===== config.mk =====
export PLATFORM = sky130hd
export DESIGN_NAME = output_clock_synth_routing
export DESIGN_NICKNAME = d
export VERILOG_FILES = /design/src/clk_synth_pkg.sv /design/src/output_clock_synth_routing.sv /design/src/phase_accum.sv
export SDC_FILE = /design/constraint.sdc
export NUM_CORES = 2
export LEC_CHECK = 0
export BUFFER_PORTS_ARGS = -buffer_cell sky130_fd_sc_hd__buf_4
export CORE_ASPECT_RATIO = 0.9
export CORE_MARGIN = 4
export CORE_UTILIZATION = 45
export DETAILED_ROUTE_END_ITERATION = 12
export PLACE_DENSITY = 0.58
export SYNTH_ARGS = -nofsm -noshare
export SYNTH_HDL_FRONTEND = slang
export SYNTH_SLANG_ARGS = --single-unit
export TNS_END_PERCENT = 30

===== constraint.sdc =====
create_clock -name clock -period 104.8 [get_ports clock]
set_input_delay 20.96 -clock clock [delete_from_list [all_inputs] [get_ports clock]]
set_output_delay 20.96 -clock clock [all_outputs]
set_load 0.05 [all_outputs]

===== src/clk_synth_pkg.sv =====
// Package: register map, field layout, reset values and constants
package clk_synth_pkg;
  // Register byte offsets
  localparam logic [11:0] OUTPUT_FORMAT_CONFIG_ADDR = 12'h000;
  localparam logic [11:0] MASTER_CONFIG_FOUR_ADDR = 12'h004;
  localparam logic [11:0] MASTER_CONFIG_SIX_ADDR = 12'h008;
  localparam logic [11:0] MASTER_CONFIG_SEVEN_ADDR = 12'h00C;
  localparam logic [11:0] SYNC_CONFIG_ONE_ADDR = 12'h010;
  localparam logic [11:0] SYNC_CONFIG_TWO_ADDR = 12'h014;
  localparam logic [11:0] PRIMARY_LOOP_CONFIG_ADDR = 12'h018;
  localparam logic [11:0] SECONDARY_LOOP_CONFIG_ADDR = 12'h01C;
  localparam logic [11:0] FREQ_WORD_BASE_ADDR = 12'h020;
  localparam logic [11:0] PHASE_OFFSET_ADDR = 12'h040;
  localparam logic [11:0] SOURCE_STATUS_ADDR = 12'h044;
  localparam int NUM_FREQ_WORDS = 8;
  // Field positions
  localparam int LOCK_ALL_BIT = 0;
  localparam int DIG_A_FAMILY_BIT = 0;
  localparam int DIG_B_FAMILY_BIT = 1;
  localparam int DIG_B_ALT_BIT = 2;
  localparam int DIG_A_MULT_LSB = 0;
  localparam int DIG_B_MULT_LSB = 2;
  localparam int DIG_A_SRC_BIT = 4;
  localparam int DIG_B_SRC_BIT = 5;
  localparam int LOW_RATE_SRC_BIT = 0;
  localparam int FS_POL_BIT = 16;
  localparam int MFS_POL_BIT = 17;
  localparam int INDEPENDENT_SYNC_MODE_BIT = 0;
  localparam int SEC_TO_PRI_BIT = 0;
  // Pulse widths in master clock cycles, reset values
  localparam logic [7:0] FS_WIDTH_RESET = 8'h01;
  localparam logic [7:0] MFS_WIDTH_RESET = 8'h01;
  localparam logic [31:0] FORMAT_RESET = 32'h0000_0000;
  // Clock and sync timing
  localparam int CLOCK_HZ = 20_000_000;
  localparam int FRAME_HZ = 8_000;
  localparam int MFRAME_HZ = 2_000;
  localparam int FRAME_CYCLES = CLOCK_HZ / FRAME_HZ;
  localparam int MFRAME_PER_FRAME = FRAME_HZ / MFRAME_HZ;
  // Differential output formats
  typedef enum logic [1:0]
  {
    FMT_DISABLED = 2'b00,
    FMT_LVDS = 2'b01,
    FMT_LVPECL = 2'b10,
    FMT_RESERVED = 2'b11
  } diff_format_e;
  // Synthesis block index
  localparam int NUM_SYNTH = 7;
  localparam int SYN_LOW_RATE = 0;
  localparam int SYN_FRAME = 1;
  localparam int SYN_DIG_A = 2;
  localparam int SYN_DIG_B = 3;
  localparam int SYN_APLL_PRI = 4;
  localparam int SYN_APLL_PRI2 = 5;
  localparam int SYN_APLL_SEC = 6;
  typedef struct packed
  {
    logic paddr_ok;
    logic [11:0] paddr;
    logic pwrite;
    logic [31:0] pwdata;
  } apb_req_s;
  typedef struct packed
  {
    logic [31:0] prdata;
    logic pready;
    logic pslverr;
  } apb_rsp_s;
endpackage


===== src/output_clock_synth_routing.sv =====
// Module: output clock synthesis, routing, sync pulses and config registers
//
// The APB register port and the placing of the registers are this design's own decisions.
`timescale 1ns/1ps
`default_nettype none
module output_clock_synth_routing
(
  input wire logic clock,
  input wire logic rst,
  input wire logic psel,
  input wire logic penable,
  input wire logic pwrite,
  input wire logic [11:0] paddr,
  input wire logic [31:0] pwdata,
  input wire logic [3:0] pstrb,
  output logic [31:0] prdata,
  output logic pready,
  output logic pslverr,
  input wire logic [31:0] primary_loop_freq,
  input wire logic [31:0] secondary_loop_freq,
  output logic primary_feedback_clk,
  output logic secondary_feedback_clk,
  output logic [6:0] general_output,
  output logic [3:0] diff_output,
  output logic [3:0] diff_output_on,
  output logic frame_sync_out,
  output logic multiframe_sync_out,
  output logic secondary_apll_power_on
);
  // ----------------------------------------------------------------
  // State
  // ----------------------------------------------------------------
  typedef struct packed
  {
    logic [31:0] output_format_config;
    logic [31:0] master_config_four;
    logic [31:0] master_config_six;
    logic [31:0] master_config_seven;
    logic [31:0] sync_config_one;
    logic [31:0] sync_config_two;
    logic [31:0] primary_loop_config;
    logic [31:0] secondary_loop_config;
    logic [31:0] phase_offset;
    logic [7:0][31:0] freq_word;
    logic [15:0] frame_count;
    logic [1:0] mframe_count;
    logic [7:0] fs_width_count;
    logic [7:0] mfs_width_count;
    logic [31:0] prdata;
    logic pready;
    logic pslverr;
    logic [6:0] general_output;
    logic [3:0] diff_output;
    logic [3:0] diff_output_on;
    logic [3:0][1:0] diff_format;
    logic frame_sync;
    logic multiframe_sync;
    logic apll_power;
  } state_s;
  state_s state_reg;
  state_s state_next;

  logic [31:0] synth_inc [clk_synth_pkg::NUM_SYNTH];
  logic [6:0] synth_clk;
  logic [6:0] synth_src_sec;
  logic primary_fwd_clk;
  logic secondary_fwd_clk;
  logic [31:0] primary_fwd_phase;
  logic [31:0] secondary_fwd_phase;
  logic lock_all;
  logic apll_sec_off;

  function automatic logic [31:0] merge_bytes(input logic [31:0] old_v,
    input logic [31:0] new_v, input logic [3:0] strb);
    logic [31:0] r;
    r = old_v;
    for (int b = 0; b < 4; b++)
    begin
      if (strb[b])
      begin
        r[b*8 +: 8] = new_v[b*8 +: 8];
      end
    end
    return r;
  endfunction

  // Scale a loop increment by a digital-rate multiplier of 1, 2, 4 or 8
  function automatic logic [31:0] rate_scale(input logic [31:0] base,
    input logic [1:0] mult);
    return base << mult;
  endfunction

  // ----------------------------------------------------------------
  // Source routing
  // ----------------------------------------------------------------
  assign lock_all =
    state_reg.master_config_four[clk_synth_pkg::LOCK_ALL_BIT];
  assign apll_sec_off =
    (state_reg.secondary_loop_config[3:0] == 4'h0) &&
    !state_reg.primary_loop_config[clk_synth_pkg::SEC_TO_PRI_BIT];

  always_comb
  begin
    synth_src_sec = '0;
    synth_src_sec[clk_synth_pkg::SYN_LOW_RATE] = !lock_all &&
      state_reg.sync_config_one[clk_synth_pkg::LOW_RATE_SRC_BIT];
    synth_src_sec[clk_synth_pkg::SYN_FRAME] =
      state_reg.sync_config_two[clk_synth_pkg::INDEPENDENT_SYNC_MODE_BIT] && !lock_all;
    synth_src_sec[clk_synth_pkg::SYN_DIG_A] = !lock_all &&
      state_reg.master_config_seven[clk_synth_pkg::DIG_A_SRC_BIT];
    synth_src_sec[clk_synth_pkg::SYN_DIG_B] = !lock_all &&
      state_reg.master_config_seven[clk_synth_pkg::DIG_B_SRC_BIT];
    synth_src_sec[clk_synth_pkg::SYN_APLL_SEC] = !lock_all &&
      !state_reg.primary_loop_config[clk_synth_pkg::SEC_TO_PRI_BIT];
    // Primary APLL references stay at zero, fixed to primary loop
  end

  // Increments: loop frequency plus the software frequency word
  always_comb
  begin
    for (int i = 0; i < clk_synth_pkg::NUM_SYNTH; i++)
    begin
      synth_inc[i] = (synth_src_sec[i] ? secondary_loop_freq :
        primary_loop_freq) + state_reg.freq_word[i];
    end
    synth_inc[clk_synth_pkg::SYN_DIG_A] = rate_scale(
      synth_inc[clk_synth_pkg::SYN_DIG_A] >>
      state_reg.master_config_six[clk_synth_pkg::DIG_A_FAMILY_BIT],
      state_reg.master_config_seven[clk_synth_pkg::DIG_A_MULT_LSB +: 2]);
    synth_inc[clk_synth_pkg::SYN_DIG_B] =
      state_reg.master_config_six[clk_synth_pkg::DIG_B_ALT_BIT] ?
      synth_inc[clk_synth_pkg::SYN_DIG_B] + state_reg.freq_word[7] :
      rate_scale(synth_inc[clk_synth_pkg::SYN_DIG_B] >>
      state_reg.master_config_six[clk_synth_pkg::DIG_B_FAMILY_BIT],
      state_reg.master_config_seven[clk_synth_pkg::DIG_B_MULT_LSB +: 2]);
  end

  // ----------------------------------------------------------------
  // Synthesis blocks
  // ----------------------------------------------------------------
  phase_accum primary_fwd
  (
    .clock(clock), .rst(rst), .enable(1'b1), .increment(primary_loop_freq),
    .offset(32'h0000_0000), .phase(primary_fwd_phase),
    .clk_out(primary_fwd_clk)
  );

  // Feedback copy tied to the forward word; offset only shifts phase
  phase_accum primary_fb
  (
    .clock(clock), .rst(rst), .enable(1'b1), .increment(primary_loop_freq),
    .offset(state_reg.phase_offset), .phase(),
    .clk_out(primary_feedback_clk)
  );

  // Secondary loop uses its one forward synth for feedback too
  phase_accum secondary_fwd
  (
    .clock(clock), .rst(rst), .enable(1'b1), .increment(secondary_loop_freq),
    .offset(32'h0000_0000), .phase(secondary_fwd_phase),
    .clk_out(secondary_fwd_clk)
  );
  assign secondary_feedback_clk = secondary_fwd_clk;

  genvar g;
  generate
    for (g = 0; g < clk_synth_pkg::NUM_SYNTH; g++)
    begin : gen_synth
      phase_accum out_synth
      (
        .clock(clock), .rst(rst),
        .enable(!(g == clk_synth_pkg::SYN_APLL_SEC && apll_sec_off)),
        .increment(synth_inc[g]), .offset(32'h0000_0000), .phase(),
        .clk_out(synth_clk[g])
      );
    end
  endgenerate

  // ----------------------------------------------------------------
  // Next-state logic
  // ----------------------------------------------------------------
  always_comb
  begin
    logic [31:0] rd;
    logic hit;
    logic [7:0] fs_w;
    logic [7:0] mfs_w;
    rd = 32'h0000_0000;
    hit = 1'b1;
    state_next = state_reg;
    fs_w = state_reg.sync_config_one[15:8];
    mfs_w = state_reg.sync_config_two[15:8];
    // APB: answer one cycle into the access phase
    state_next.pready = 1'b0;
    state_next.pslverr = 1'b0;
    case (paddr)
      clk_synth_pkg::OUTPUT_FORMAT_CONFIG_ADDR:
        rd = state_reg.output_format_config;
      clk_synth_pkg::MASTER_CONFIG_FOUR_ADDR: rd = state_reg.master_config_four;
      clk_synth_pkg::MASTER_CONFIG_SIX_ADDR: rd = state_reg.master_config_six;
      clk_synth_pkg::MASTER_CONFIG_SEVEN_ADDR:
        rd = state_reg.master_config_seven;
      clk_synth_pkg::SYNC_CONFIG_ONE_ADDR: rd = state_reg.sync_config_one;
      clk_synth_pkg::SYNC_CONFIG_TWO_ADDR: rd = state_reg.sync_config_two;
      clk_synth_pkg::PRIMARY_LOOP_CONFIG_ADDR:
        rd = state_reg.primary_loop_config;
      clk_synth_pkg::SECONDARY_LOOP_CONFIG_ADDR:
        rd = state_reg.secondary_loop_config;
      clk_synth_pkg::PHASE_OFFSET_ADDR: rd = state_reg.phase_offset;
      clk_synth_pkg::SOURCE_STATUS_ADDR:
        rd = {16'h0000, 1'b0, synth_src_sec, 7'h00, state_reg.apll_power};
      default:
      begin
        if (paddr[11:5] == clk_synth_pkg::FREQ_WORD_BASE_ADDR[11:5] &&
          paddr[1:0] == 2'b00)
        begin
          rd = state_reg.freq_word[paddr[4:2]];
        end
        else
        begin
          hit = 1'b0;
        end
      end
    endcase
    if (psel && penable && !state_reg.pready)
    begin
      state_next.pready = 1'b1;
      state_next.pslverr = !hit;
      state_next.prdata = pwrite ? 32'h0000_0000 : (hit ? rd : 32'h0000_0000);
    end
    if (psel && penable && state_reg.pready && pwrite && hit)
    begin
      case (paddr)
        clk_synth_pkg::OUTPUT_FORMAT_CONFIG_ADDR:
          state_next.output_format_config = merge_bytes(
            state_reg.output_format_config, pwdata, pstrb);
        clk_synth_pkg::MASTER_CONFIG_FOUR_ADDR:
          state_next.master_config_four = merge_bytes(
            state_reg.master_config_four, pwdata, pstrb);
        clk_synth_pkg::MASTER_CONFIG_SIX_ADDR:
          state_next.master_config_six = merge_bytes(
            state_reg.master_config_six, pwdata, pstrb);
        clk_synth_pkg::MASTER_CONFIG_SEVEN_ADDR:
          state_next.master_config_seven = merge_bytes(
            state_reg.master_config_seven, pwdata, pstrb);
        clk_synth_pkg::SYNC_CONFIG_ONE_ADDR:
          state_next.sync_config_one = merge_bytes(
            state_reg.sync_config_one, pwdata, pstrb);
        clk_synth_pkg::SYNC_CONFIG_TWO_ADDR:
          state_next.sync_config_two = merge_bytes(
            state_reg.sync_config_two, pwdata, pstrb);
        clk_synth_pkg::PRIMARY_LOOP_CONFIG_ADDR:
          state_next.primary_loop_config = merge_bytes(
            state_reg.primary_loop_config, pwdata, pstrb);
        clk_synth_pkg::SECONDARY_LOOP_CONFIG_ADDR:
          state_next.secondary_loop_config = merge_bytes(
            state_reg.secondary_loop_config, pwdata, pstrb);
        clk_synth_pkg::PHASE_OFFSET_ADDR:
          state_next.phase_offset = merge_bytes(
            state_reg.phase_offset, pwdata, pstrb);
        clk_synth_pkg::SOURCE_STATUS_ADDR:
          state_next.phase_offset = state_reg.phase_offset;
        default:
          state_next.freq_word[paddr[4:2]] = merge_bytes(
            state_reg.freq_word[paddr[4:2]], pwdata, pstrb);
      endcase
    end
    // ----------------------------------------------------------------
    // Frame and multiframe sync
    // ----------------------------------------------------------------
    // Timebase counts master cycles; independent mode only changes source
    if (state_reg.frame_count == 16'(clk_synth_pkg::FRAME_CYCLES - 1))
    begin
      state_next.frame_count = 16'h0000;
      state_next.mframe_count = state_reg.mframe_count + 2'h1;
      state_next.fs_width_count = (fs_w == 8'h00) ? 8'h01 : fs_w;
      if (state_reg.mframe_count == 2'h3)
      begin
        state_next.mfs_width_count = (mfs_w == 8'h00) ? 8'h01 : mfs_w;
      end
    end
    else
    begin
      state_next.frame_count = state_reg.frame_count + 16'h0001;
      if (state_reg.fs_width_count != 8'h00)
      begin
        state_next.fs_width_count = state_reg.fs_width_count - 8'h01;
      end
      if (state_reg.mfs_width_count != 8'h00)
      begin
        state_next.mfs_width_count = state_reg.mfs_width_count - 8'h01;
      end
    end
    state_next.frame_sync = (state_reg.fs_width_count != 8'h00) ^
      state_reg.sync_config_one[clk_synth_pkg::FS_POL_BIT];
    state_next.multiframe_sync = (state_reg.mfs_width_count != 8'h00) ^
      state_reg.sync_config_one[clk_synth_pkg::MFS_POL_BIT];
    // ----------------------------------------------------------------
    // Output mapping
    // ----------------------------------------------------------------
    state_next.apll_power = !apll_sec_off;
    for (int k = 0; k < 7; k++)
    begin
      state_next.general_output[k] = synth_clk[k];
    end
    if (apll_sec_off)
    begin
      state_next.general_output[clk_synth_pkg::SYN_APLL_SEC] = 1'b0;
    end
    for (int d = 0; d < 4; d++)
    begin
      // Format is only taken while the line is low, so switching an output off leaves no runt
      if (!state_reg.diff_output[d])
      begin
        state_next.diff_format[d] =
          state_reg.output_format_config[d*2 +: 2];
      end
      state_next.diff_output_on[d] =
        state_next.diff_format[d] != clk_synth_pkg::FMT_DISABLED;
      state_next.diff_output[d] = state_next.diff_output_on[d] &&
        state_next.general_output[d + 3];
    end
  end

  always_ff @(posedge clock or posedge rst)
  begin
    if (rst)
    begin
      state_reg <= '0;
      state_reg.sync_config_one[15:8] <= clk_synth_pkg::FS_WIDTH_RESET;
      state_reg.sync_config_two[15:8] <= clk_synth_pkg::MFS_WIDTH_RESET;
      state_reg.output_format_config <= clk_synth_pkg::FORMAT_RESET;
    end
    else
    begin
      state_reg <= state_next;
    end
  end

  assign prdata = state_reg.prdata;
  assign pready = state_reg.pready;
  assign pslverr = state_reg.pslverr;
  assign general_output = state_reg.general_output;
  assign diff_output = state_reg.diff_output;
  assign diff_output_on = state_reg.diff_output_on;
  assign frame_sync_out = state_reg.frame_sync;
  assign multiframe_sync_out = state_reg.multiframe_sync;
  assign secondary_apll_power_on = state_reg.apll_power;
endmodule
`default_nettype wire


===== src/phase_accum.sv =====
// Module: one phase-accumulator synthesis block
`timescale 1ns/1ps
`default_nettype none
module phase_accum
(
  input wire logic clock,
  input wire logic rst,
  input wire logic enable,
  input wire logic [31:0] increment,
  input wire logic [31:0] offset,
  output logic [31:0] phase,
  output logic clk_out
);
  typedef struct packed
  {
    logic [31:0] acc;
    logic [31:0] phase;
    logic clk;
  } state_s;
  state_s state_reg;
  state_s state_next;

  always_comb
  begin
    state_next = state_reg;
    if (enable)
    begin
      state_next.acc = state_reg.acc + increment;
    end
    state_next.phase = state_reg.acc + offset;
    state_next.clk = enable & state_next.phase[31];
  end

  always_ff @(posedge clock or posedge rst)
  begin
    if (rst)
    begin
      state_reg <= '0;
    end
    else
    begin
      state_reg <= state_next;
    end
  end

  assign phase = state_reg.phase;
  assign clk_out = state_reg.clk;
endmodule
`default_nettype wire


==> results.ini <==
[setup_path]
path_delay_family=compound AO/OA/AOI/OAI gates
cp-end-kind=flop
worst_path_most_repeated_cell=o21ai_0
timing.rr.start=lock_all
cpMaxStageDelayCell=fa_1
reg2reg_to=gen_synth[3].out_synth.state_reg[63]
cp.required_ps=105420
slowest_delay_ps=470
crit_buf_inv=2
rrSetupSlack_ps=96020
cp_max_fo=7
r2r_cells=32
start_kind=primary input
arrival_ps=28590
worstSetupPathType=in -> reg

[logic_synthesis]
synth_top_family_by_area=multiplexers
seq_area_frac_synth=0.368
synthCells=6065
synthArstFlopShare=1.00
synthMuxAreaShare=0.179
syn_area_sq_mm=0.0637
ys_types=98
syn_avg_cell_area_sq_um=10.5
synth_edf_count=0
synthFlopType=dfrtp_1
yosys_warnings=0
synth_seq_cells=935
synth-simple-area-share=0.0864
yosys.area_share.adder=0.132
syn_nets=6754
synth_compound_area_frac=0.139
synth_xor_area_frac=0.0476

[sta]
slew_headroom=0.142
drv_slew=0
fmax_mhz=35.8
hold_viol=0
min_period_ps=27970
skew_ps=30.8
setup_tns_ps=0
period_share=0.267
setup_viol=0
tightest_slew_ps=1280
rsz0062_at_grt=no

[final_layout]
synthToLayoutAreaGrowth_pct=10.6
final_cell_mix=dfrtp_1 (932), mux2_2 (661), inv_1 (514)
largest_reg_flops=585
final_cells=8106
mostFrequentLayoutCell=dfrtp_1
num_antenna_cells=0
drive_gt1_frac=0.197
nets=6863
finalInstanceArea_sq_mm=0.0704

[placement]
place_hpwl_mm=157
io_buffers=170
place_congestion=0.935
place_area_sq_mm=0.0668
placed_cells_incl_taps=7913

[detailed_routing]
post_drt_wl_per_cell_microns=25.1
dr.first_iter.drc_count=4339
vias=47818
dr_wl_met3_mm=11.9
top_layer=met5
met1_length_mm=95.2
wl_met2_mm=90.6
ant_nets=0
vias_per_cell=5.90
wl_mm=203
drt-pass1-iter-count=6
drc=0

[clock_tree]
numCtsBuffers=107
cts_sinks=935
htree_levels=3
post_cts_resized=0
postCtsSetupRepairBufs=0
worstSkewPairLatency_ps=740
clockBufferDepth=3
holdBufCountCts=0
cts-root-buf=clkbuf_16
clk_pin_slew_ps=60
cts_tree=done

[die]
dieHeight_microns=365
ios=171
start_util=0.455
die_w_microns=404
core_sq_mm=0.140
rows=130
die_area_sq_mm=0.148

[global_route]
grt_remaining_overflow=0
track_usage=0.274
grt_max_degree=120
grt_pass1_wl_mm=307
first_global_vias=47096
antenna_found_initial=4

[status]
status=finished, final reports clean

[worst_hold_path]
hp-class=reg -> reg
worstHoldStart=gen_synth[1].out_synth.clk_out
min_to=general_output[1]
holdPathStages=0

[power]
p_per_area_mw_per_mm2=20.5
power_mw=1.44
cellLeakagePower_nw=34.3
ir_drop_mv=0.0173

[job]
maxCapViolations=0

==> metrics by stage <==
step / hold slack [ps] / worst slack [ps] / utilization
finish: 358 / 76830 / 0.503
global route: 376 / 76220 / 0.503
CTS: 360 / 77010 / 0.503
detailed placement: 338 / 76250 / 0.477
global placement: 345 / 76390 / 0.477
floorplan: 331 / 57550 / -
==> layer usage <==
layer,track usage,vias up
met1,0.400,24302
met2,0.424,1367
li1,-,21889
met5,0,-
met3,0.0440,258
met4,0.0716,2
==> Yosys cell counts (59+ instances only) <==
master,number,area (sq um)
a21o_1,174,1310
a21oi_1,339,1700
clkbuf_1,125,469
dfrtp_1,933,23300
fa_1,167,3340
ha_1,405,5070
inv_1,515,1930
mux2_2,661,7440
mux2i_1,233,2330
mux4_2,73,1640
nand2_1,358,1340
nand2b_1,61,382
nand3_1,76,380
nor2_1,267,1000
nor2b_1,59,369
nor3_1,61,305
o21ai_0,320,1600
xnor2_1,230,2010
xor2_1,114,998
==> cell type report <==
cell class                 count  area [sq um]
fill                       12806         69600
multi-input combinational   4377         37300
sequential                   935         23400
clock buffer                 154          3090
tap                         1848          2310
inverter                     517          1950
timing repair buffer         236          1780
clock inverter                39           592
==> power by group <==
group | total, mW | switching, mW | internal [mW]
Sequential | 0.452 | 0.0287 | 0.423
Clock | 0.397 | 0.163 | 0.234
Combinational | 0.595 | 0.346 | 0.249
==> logic make-up after synthesis <==
group,after synthesis
AOI/OAI and AO/OA,1359
and+or+nand+nor,1134
muxes,967
DFF,935
buffers and inverters,753
adders and majority gates,572
xor gates and xnor gates,345
==> worst max path at each step <==
| stage | startpoint | cells after the start | end |
|---|---|---|---|
| finish | primary_loop_freq[0] | 32 | gen_synth[3].out_synth.state_reg[63] |
| global route | primary_loop_freq[0] | 32 | gen_synth[3].out_synth.state_reg[63] |
| CTS | primary_loop_freq[0] | 32 | gen_synth[3].out_synth.state_reg[63] |
| detailed placement | primary_loop_freq[0] | 32 | gen_synth[3].out_synth.state_reg[63] |
| global placement | primary_loop_freq[0] | 32 | gen_synth[3].out_synth.state_reg[63] |
| floorplan | rst | 1 | diff_output[0] |
Power figures use the tool's default switching activity.
